$ cat src/hw/exposure_gain_consts.svh
// Purpose: Offsets, field positions, reset values and timing counts
// Assumes: Bit 0 of the register map is the word MSB (bit 31 here)
// Notes:   Value field bits 20..31 map to [11:0]
//
// Overview of operation
// - Feature-present flag reads 1 in both registers, read only
// - Absolute-control flag reads 0; value field alone controls the feature
// - Single-shot auto flag reads 0; writes never start it
// - On/off flag reads 1; feature cannot be switched off
// - Auto/manual flag reads 0 meaning manual; read only
// - Exposure value in bits 20-31; software writes only 1 to 4095
// - Exposure value resets to 500; duration is value times time base
// - Time base defaults to 20 us; a separate setting may scale it
// - Gain value in bits 20-31; 8-bit or YUV formats allow 350 to 1023
// - 16-bit mono or raw formats allow gain 350 to 511
// - Gain resets to 370; setting 350 gives unity gain, 0 dB
// - Gain setting 1023 gives 25.9 dB, twenty times
`ifndef EXPOSURE_GAIN_CONSTS_SVH
`define EXPOSURE_GAIN_CONSTS_SVH

`define EXPOSURE_CONTROL_OFS 12'h81c
`define GAIN_CONTROL_OFS     12'h820

`define PRESENT_BIT   31
`define ABS_BIT       30
`define ONE_PUSH_BIT  26
`define ON_OFF_BIT    25
`define AUTO_BIT      24
`define VALUE_MSB     11
`define VALUE_LSB     0

`define EXPOSURE_RESET 12'h1f4
`define GAIN_RESET     12'h172
`define EXPOSURE_MIN   12'h001
`define GAIN_MIN       12'h15e
`define GAIN_MAX_NARROW 12'h3ff
`define GAIN_MAX_WIDE  12'h1ff
`define GAIN_DB_SPAN   9'h103
`define GAIN_CODE_SPAN 10'h2a1

`define CLK_PERIOD_NS  10
`define TIME_BASE_US   20
`define TIME_BASE_CYC  (`TIME_BASE_US * 1000 / `CLK_PERIOD_NS)

`endif

$ cat src/hw/exposure_gain_pkg.sv
// Purpose: Shared types for the exposure and gain feature registers
// Assumes: Constants come from exposure_gain_consts.svh
// Notes:   Register requests carried as one packed struct
`default_nettype none
package exposure_gain_pkg;

  typedef struct packed {
    logic [11:0] addr;
    logic        wr;
    logic        rd;
    logic [31:0] wdata;
  } reg_req_t;

  typedef enum logic [0:0] {
    EXP_IDLE,
    EXP_RUN
  } exp_state_t;

endpackage : exposure_gain_pkg
`default_nettype wire

$ cat src/hw/exposure_gain_feature_csrs.sv
// Purpose: Exposure and gain feature registers with exposure timer
// Assumes: Register requests synchronous to ref_clk_i, one per cycle
// Notes:   Read data returns one cycle after the read strobe
`timescale 1ns/10ps
`default_nettype none
`include "exposure_gain_consts.svh"

module exposure_gain_feature_csrs
  import exposure_gain_pkg::*;
(
  // Clock and reset
  input  wire logic        ref_clk_i,
  input  wire logic        rst_i,
  // Register port
  input  wire reg_req_t    reg_req_i,
  output var  logic [31:0] reg_rdata_o,
  output var  logic        reg_rvalid_o,
  // Capture control
  input  wire logic        frame_start_i,
  input  wire logic        wide_format_i,
  input  wire logic [7:0]  tb_mult_i,
  // Capture outputs
  output var  logic        exposing_o,
  output var  logic        exposure_done_o,
  output var  logic [11:0] gain_applied_o,
  output var  logic [8:0]  gain_db_x10_o,
  output var  logic        exp_range_err_o,
  output var  logic        gain_range_err_o
);

  localparam logic [11:0] TB_LAST = 12'(`TIME_BASE_CYC - 1);

  // Fixed capability flags with value field
  function automatic logic [31:0] feature_word(input logic [11:0] val);
    logic [31:0] w;
    w                                 = 32'h0000_0000;
    w[`PRESENT_BIT]                   = 1'b1;
    w[`ABS_BIT]                       = 1'b0;
    w[`ONE_PUSH_BIT]                  = 1'b0;
    w[`ON_OFF_BIT]                    = 1'b1;
    w[`AUTO_BIT]                      = 1'b0;
    w[`VALUE_MSB:`VALUE_LSB]          = val;
    return w;
  endfunction : feature_word

  // Register file state
  logic [11:0] exp_val_reg;
  logic [11:0] exp_val_next;
  logic [11:0] gain_val_reg;
  logic [11:0] gain_val_next;
  logic [31:0] rdata_reg;
  logic [31:0] rdata_next;
  logic        rvalid_reg;
  logic        rvalid_next;

  always_comb begin
    exp_val_next  = exp_val_reg;
    gain_val_next = gain_val_reg;
    rdata_next    = 32'h0000_0000;
    rvalid_next   = reg_req_i.rd;
    if (reg_req_i.wr) begin
      if (reg_req_i.addr == `EXPOSURE_CONTROL_OFS) begin
        exp_val_next = reg_req_i.wdata[`VALUE_MSB:`VALUE_LSB];
      end
      if (reg_req_i.addr == `GAIN_CONTROL_OFS) begin
        gain_val_next = reg_req_i.wdata[`VALUE_MSB:`VALUE_LSB];
      end
    end
    if (reg_req_i.rd) begin
      if (reg_req_i.addr == `EXPOSURE_CONTROL_OFS) begin
        rdata_next = feature_word(exp_val_reg);
      end else if (reg_req_i.addr == `GAIN_CONTROL_OFS) begin
        rdata_next = feature_word(gain_val_reg);
      end
    end
  end

  always_ff @(posedge ref_clk_i or posedge rst_i) begin
    if (rst_i) begin
      exp_val_reg  <= `EXPOSURE_RESET;
      gain_val_reg <= `GAIN_RESET;
      rdata_reg    <= 32'h0000_0000;
      rvalid_reg   <= 1'b0;
    end else begin
      exp_val_reg  <= exp_val_next;
      gain_val_reg <= gain_val_next;
      rdata_reg    <= rdata_next;
      rvalid_reg   <= rvalid_next;
    end
  end

  assign reg_rdata_o  = rdata_reg;
  assign reg_rvalid_o = rvalid_reg;

  // Exposure timer and per-frame latch
  exp_state_t  state_reg;
  exp_state_t  state_next;
  logic [11:0] tb_cnt_reg;
  logic [11:0] tb_cnt_next;
  logic [19:0] units_reg;
  logic [19:0] units_next;
  logic        exposing_reg;
  logic        exposing_next;
  logic        done_reg;
  logic        done_next;
  logic [11:0] gain_app_reg;
  logic [11:0] gain_app_next;
  logic [8:0]  gain_db_reg;
  logic [8:0]  gain_db_next;
  logic        exp_err_reg;
  logic        exp_err_next;
  logic        gain_err_reg;
  logic        gain_err_next;
  logic [11:0] exp_eff;
  logic [7:0]  mult_eff;
  logic [11:0] gain_max;
  logic [11:0] gain_clamped;
  logic [20:0] db_prod;

  always_comb begin
    exp_eff  = (exp_val_reg < `EXPOSURE_MIN) ? `EXPOSURE_MIN : exp_val_reg;
    mult_eff = (tb_mult_i == 8'h00) ? 8'h01 : tb_mult_i;
    gain_max = wide_format_i ? `GAIN_MAX_WIDE : `GAIN_MAX_NARROW;
    if (gain_val_reg < `GAIN_MIN) begin
      gain_clamped = `GAIN_MIN;
    end else if (gain_val_reg > gain_max) begin
      gain_clamped = gain_max;
    end else begin
      gain_clamped = gain_val_reg;
    end
    db_prod       = 21'(gain_app_reg - `GAIN_MIN) * 21'(`GAIN_DB_SPAN);
    gain_db_next  = 9'(db_prod / 21'(`GAIN_CODE_SPAN));
    state_next    = state_reg;
    tb_cnt_next   = tb_cnt_reg;
    units_next    = units_reg;
    exposing_next = exposing_reg;
    done_next     = 1'b0;
    gain_app_next = gain_app_reg;
    exp_err_next  = exp_err_reg;
    gain_err_next = gain_err_reg;
    case (state_reg)
      EXP_IDLE: begin
        if (frame_start_i) begin
          state_next    = EXP_RUN;
          tb_cnt_next   = 12'h000;
          units_next    = 20'(exp_eff * mult_eff);
          exposing_next = 1'b1;
          gain_app_next = gain_clamped;
          exp_err_next  = (exp_val_reg < `EXPOSURE_MIN);
          gain_err_next = (gain_clamped != gain_val_reg);
        end
      end
      EXP_RUN: begin
        if (tb_cnt_reg == TB_LAST) begin
          tb_cnt_next = 12'h000;
          if (units_reg == 20'h00001) begin
            state_next    = EXP_IDLE;
            exposing_next = 1'b0;
            done_next     = 1'b1;
          end else begin
            units_next = units_reg - 20'h00001;
          end
        end else begin
          tb_cnt_next = tb_cnt_reg + 12'h001;
        end
      end
      default: begin
        state_next    = EXP_IDLE;
        exposing_next = 1'b0;
      end
    endcase
  end

  always_ff @(posedge ref_clk_i or posedge rst_i) begin
    if (rst_i) begin
      state_reg    <= EXP_IDLE;
      tb_cnt_reg   <= 12'h000;
      units_reg    <= 20'h00000;
      exposing_reg <= 1'b0;
      done_reg     <= 1'b0;
      gain_app_reg <= `GAIN_RESET;
      gain_db_reg  <= 9'h000;
      exp_err_reg  <= 1'b0;
      gain_err_reg <= 1'b0;
    end else begin
      state_reg    <= state_next;
      tb_cnt_reg   <= tb_cnt_next;
      units_reg    <= units_next;
      exposing_reg <= exposing_next;
      done_reg     <= done_next;
      gain_app_reg <= gain_app_next;
      gain_db_reg  <= gain_db_next;
      exp_err_reg  <= exp_err_next;
      gain_err_reg <= gain_err_next;
    end
  end

  assign exposing_o       = exposing_reg;
  assign exposure_done_o  = done_reg;
  assign gain_applied_o   = gain_app_reg;
  assign gain_db_x10_o    = gain_db_reg;
  assign exp_range_err_o  = exp_err_reg;
  assign gain_range_err_o = gain_err_reg;

  logic [31:0] len_cnt;
  logic [31:0] len_want;
  always_ff @(posedge ref_clk_i or posedge rst_i) begin
    if (rst_i) begin
      len_cnt  <= 32'h0000_0000;
      len_want <= 32'h0000_0000;
    end else if (state_reg == EXP_IDLE && frame_start_i) begin
      len_cnt  <= 32'h0000_0000;
      len_want <= 32'(exp_eff * mult_eff) * 32'(`TIME_BASE_CYC);
    end else if (exposing_reg) begin
      len_cnt  <= len_cnt + 32'h0000_0001;
    end
  end
endmodule : exposure_gain_feature_csrs
`default_nettype wire

$ cat config.mk
export PLATFORM = sky130hd
export DESIGN_NAME = exposure_gain_feature_csrs
export DESIGN_NICKNAME = d
export VERILOG_FILES = /design/src/hw/exposure_gain_pkg.sv /design/src/hw/exposure_gain_feature_csrs.sv
export VERILOG_INCLUDE_DIRS = /design/src /design/src/hw
export SDC_FILE = /design/constraint.sdc
export NUM_CORES = 1
export LEC_CHECK = 0
export BUFFER_PORTS_ARGS = -buffer_cell sky130_fd_sc_hd__buf_4
export CAP_MARGIN = 20
export CORE_AREA = 2 2 226 172
export CTS_CLUSTER_DIAMETER = 150
export DETAILED_ROUTE_END_ITERATION = 6
export DIE_AREA = 0 0 228 174
export HOLD_SLACK_MARGIN = 0.1
export SYNTH_ARGS = -nofsm -noshare
export SYNTH_HDL_FRONTEND = slang
export SYNTH_SLANG_ARGS = --single-unit
$ cat constraint.sdc
create_clock -name ref_clk_i -period 18.42 [get_ports ref_clk_i]
set_input_delay 1.842 -clock ref_clk_i [delete_from_list [all_inputs] [get_ports ref_clk_i]]
set_output_delay 1.842 -clock ref_clk_i [all_outputs]
set_load 0.05 [all_outputs]
==> run summary <==
PostCTS Resize Cnt - 0
CTS Buf Count - 9
Post-synth top flop - dfrtp_1
number of port buffers - 77
EDFF count, synth - 0
hpwl dp - 30230 um
share of layout cells above drive strength 1 - 0.1372
RR Startpoint - gain_applied_o[2]$_DFFE_PP0P_
WP data required - 18.67 ns
global route overflow - 0
initial core utilization - 0.3939
Hold Fails Final Rpt - 0
Antenna Cells - 0
GPL Wtd Cong - 0.8480
CTS tree - built
row count - 62
delay of the slowest cell on the worst path - 0.71 ns
CTS Root Cell - clkbuf_16
Syn Inst Count - 1796
drt initial violations - 945
GRT Total Usage - 0.1932
clock skew - 0.01364 ns
I/O pins - 116
number of global-route vias before repair - 12820
ANT nets after route - 0
crit share post-route - 0.9297
syn_area_per_cell - 8.268 um2
sequential-to-total area share from yosys stat - 0.1631
YS warnings - 0
RSZ-0062 raised after global routing - false
Longest Clk Path Bufs - 2
max-capacitance violation count - 0
setup bufs post-CTS - 0
initial antenna violation count - 0
Worst-Skew Late Latency - 0.37 ns
via count - 13470
Die Y - 174 um
core area - 0.03770 mm2
DRT Pass-1 Iters - 5
Post-layout nets - 2052
fin. max-slew vios - 0
Cell variety after synth - 140
CP max FO - 19
Yosys reg bits - 96
Post-Syn Area - 0.01485 mm2
Post-synth ARST share - 1.000
Crit Path Class - reg -> reg
critical path's most frequent cell - ha_1
DRC violations left - 0
hold buffers post-CTS - 0
Period minus WS final - 17.13 ns
status - finished, final reports clean
via/cell ratio - 5.753
Routed WL - 38590 um
Setup TNS - 0 ns
worst slew pin tran - 1.034 ns
arrival time of the worst setup path - 17.37 ns
Crit. Startpoint - gain_applied_o[2]$_DFFE_PP0P_
Layout area overhead - 7.777%
Max-slew headroom - 0.3051
Die Area - 0.03967 mm2
Final setup violation count - 0
CP max-delay cell - a211oi_4
Hold Crit Start - tb_cnt_reg[10]$_DFFE_PP0P_
H-Tree Depth - 3
wire length of the first global-routing pass - 64840 um
Largest register FFs - 20
drt wl/cell - 16.48 um
CP endpoint kind - flip-flop
largest net degree at the start of global routing - 65
clk slew on worst S/H paths - 0.09 ns
DIE WIDTH - 228 um
worst hold path type - reg -> reg
CP startpoint kind - flip-flop
f_max - 0.05839 GHz
Clock Sinks - 96
[cell families after synthesis]
group | Yosys count | share of synthesized area
simple gates | 613 | 0.2100
compound gates | 503 | 0.2523
buf+inv | 234 | 0.07305
fa+ha+maj | 174 | 0.1823
xor+xnor | 105 | 0.06665
flops | 96 | 0.1631
mux | 70 | 0.05241
other cells | 1 | 0.0002525
[stage by stage]
| step | hold slack (ns) | setup slack [ns] | area (um2) | utilization | instances |
|---|---|---|---|---|---|
| after global routing | 0.5434 | 0.2235 | 16000 | 0.4245 | 2342 |
| after CTS | 0.4973 | 1.495 | 16000 | 0.4243 | 2341 |
| final | 0.4961 | 1.295 | 16000 | 0.4245 | 2342 |
| after detailed placement | 0.4869 | 1.545 | 15690 | 0.4162 | 2325 |
| after global placement | 0.4800 | 1.804 | 15690 | 0.4162 | 2325 |
| after floorplan | 0.4513 | 3.972 | 14910 | - | 1813 |
[final timing paths]
| check | endpoint | slack [ns] | cells after the start |
|---|---|---|---|
| hold reg to reg | tb_cnt_reg[10]$_DFFE_PP0P_ | 0.50 | 1 |
| setup reg to reg | gain_db_x10_o[0]$_DFF_PP0_ | 1.29 | 59 |
| hold / removal | tb_cnt_reg[10]$_DFFE_PP0P_ | 0.50 | 1 |
| min in group asynchronous | exposure_done_o$_DFF_PP0_ | 1.48 | 2 |
| setup / recovery | gain_db_x10_o[0]$_DFF_PP0_ | 1.29 | 59 |
| max in group asynchronous | gain_val_reg[3]$_DFFE_PP0P_ | 15.71 | 3 |
[critical path, delay by kind of cell, from the launching register on]
kind,cells,cell delay (ns)
muxes,3,1.39
adders and majority gates,6,1.96
and+or+nand+nor,14,4.11
buffers and inverters,7,0.97
DFF,1,0.47
xor gates and xnor gates,2,0.62
AOI/OAI and AO/OA,27,7.42
[synthesized netlist by cell type (6+ instances only)]
cell | number | area share
dfrtp_1 | 80 | 0.13
o22a_1 | 6 | 0.0035
xor2_1 | 27 | 0.016
xnor2_1 | 71 | 0.042
nor4_1 | 22 | 0.0093
nand4_1 | 13 | 0.0055
fa_1 | 72 | 0.097
a22oi_1 | 10 | 0.0051
a21oi_2 | 7 | 0.0041
and3_1 | 22 | 0.0093
a211o_1 | 11 | 0.0065
mux2i_1 | 32 | 0.022
a31oi_1 | 15 | 0.0063
or2_1 | 8 | 0.0034
a21o_1 | 32 | 0.016
or2_2 | 10 | 0.0042
nand2b_1 | 14 | 0.0059
inv_1 | 142 | 0.036
a311oi_1 | 6 | 0.0035
o211ai_1 | 24 | 0.012
a21oi_1 | 81 | 0.027
and2_1 | 50 | 0.021
nand3_1 | 48 | 0.016
o21ai_1 | 24 | 0.0081
o21ai_0 | 90 | 0.030
o211a_1 | 10 | 0.0067
a211oi_1 | 30 | 0.015
o21a_1 | 19 | 0.0096
o22ai_1 | 8 | 0.0034
nor2b_1 | 20 | 0.0084
or3_1 | 16 | 0.0067
mux2_2 | 32 | 0.024
dfstp_2 | 16 | 0.028
a2111oi_0 | 6 | 0.0035
nor2_1 | 129 | 0.033
buf_4 | 35 | 0.018
clkbuf_1 | 33 | 0.0083
nand2_1 | 177 | 0.045
or4_1 | 6 | 0.0030
ha_1 | 97 | 0.082
buf_6 | 8 | 0.0061
o31ai_1 | 8 | 0.0040
nor3_1 | 36 | 0.012
[layout make-up]
type / count / area [um2]
multi-input combinational: 1483 / 11410
clock inverter: 7 / 81.33
clock buffer: 9 / 225.2
fill: 3804 / 21700
timing repair buffer: 90 / 675.6
sequential: 96 / 2422
tap: 512 / 640.6
inverter: 145 / 546.8
[per-layer routing]
layer | wire, um | track usage | vias to the layer above
li1 | - | - | 6509
met1 | 19000 | 0.2805 | 6625
met2 | 17750 | 0.3119 | 311
met3 | 1587 | 0.02641 | 28
met4 | 253 | 0.02751 | 0
met5 | 0 | 0 | -
[cells in the final DEF, fill, tap and decap left out, types with 20 or more instances in the layout]
cell,instances
nand2_1,177
inv_1,141
nor2_1,129
ha_1,97
o21ai_0,90
buf_4,90
a21oi_1,81
dfrtp_1,80
fa_1,72
xnor2_1,71
and2_1,50
nand3_1,48
nor3_1,36
a21o_1,32
mux2_2,32
mux2i_1,32
a211oi_1,30
xor2_1,27
o21ai_1,24
o211ai_1,24
and3_1,22
nor4_1,22
nor2b_1,20
Power is not shown: default switching activity piles up to over one toggle a cycle in this logic, so the estimate is an artifact.
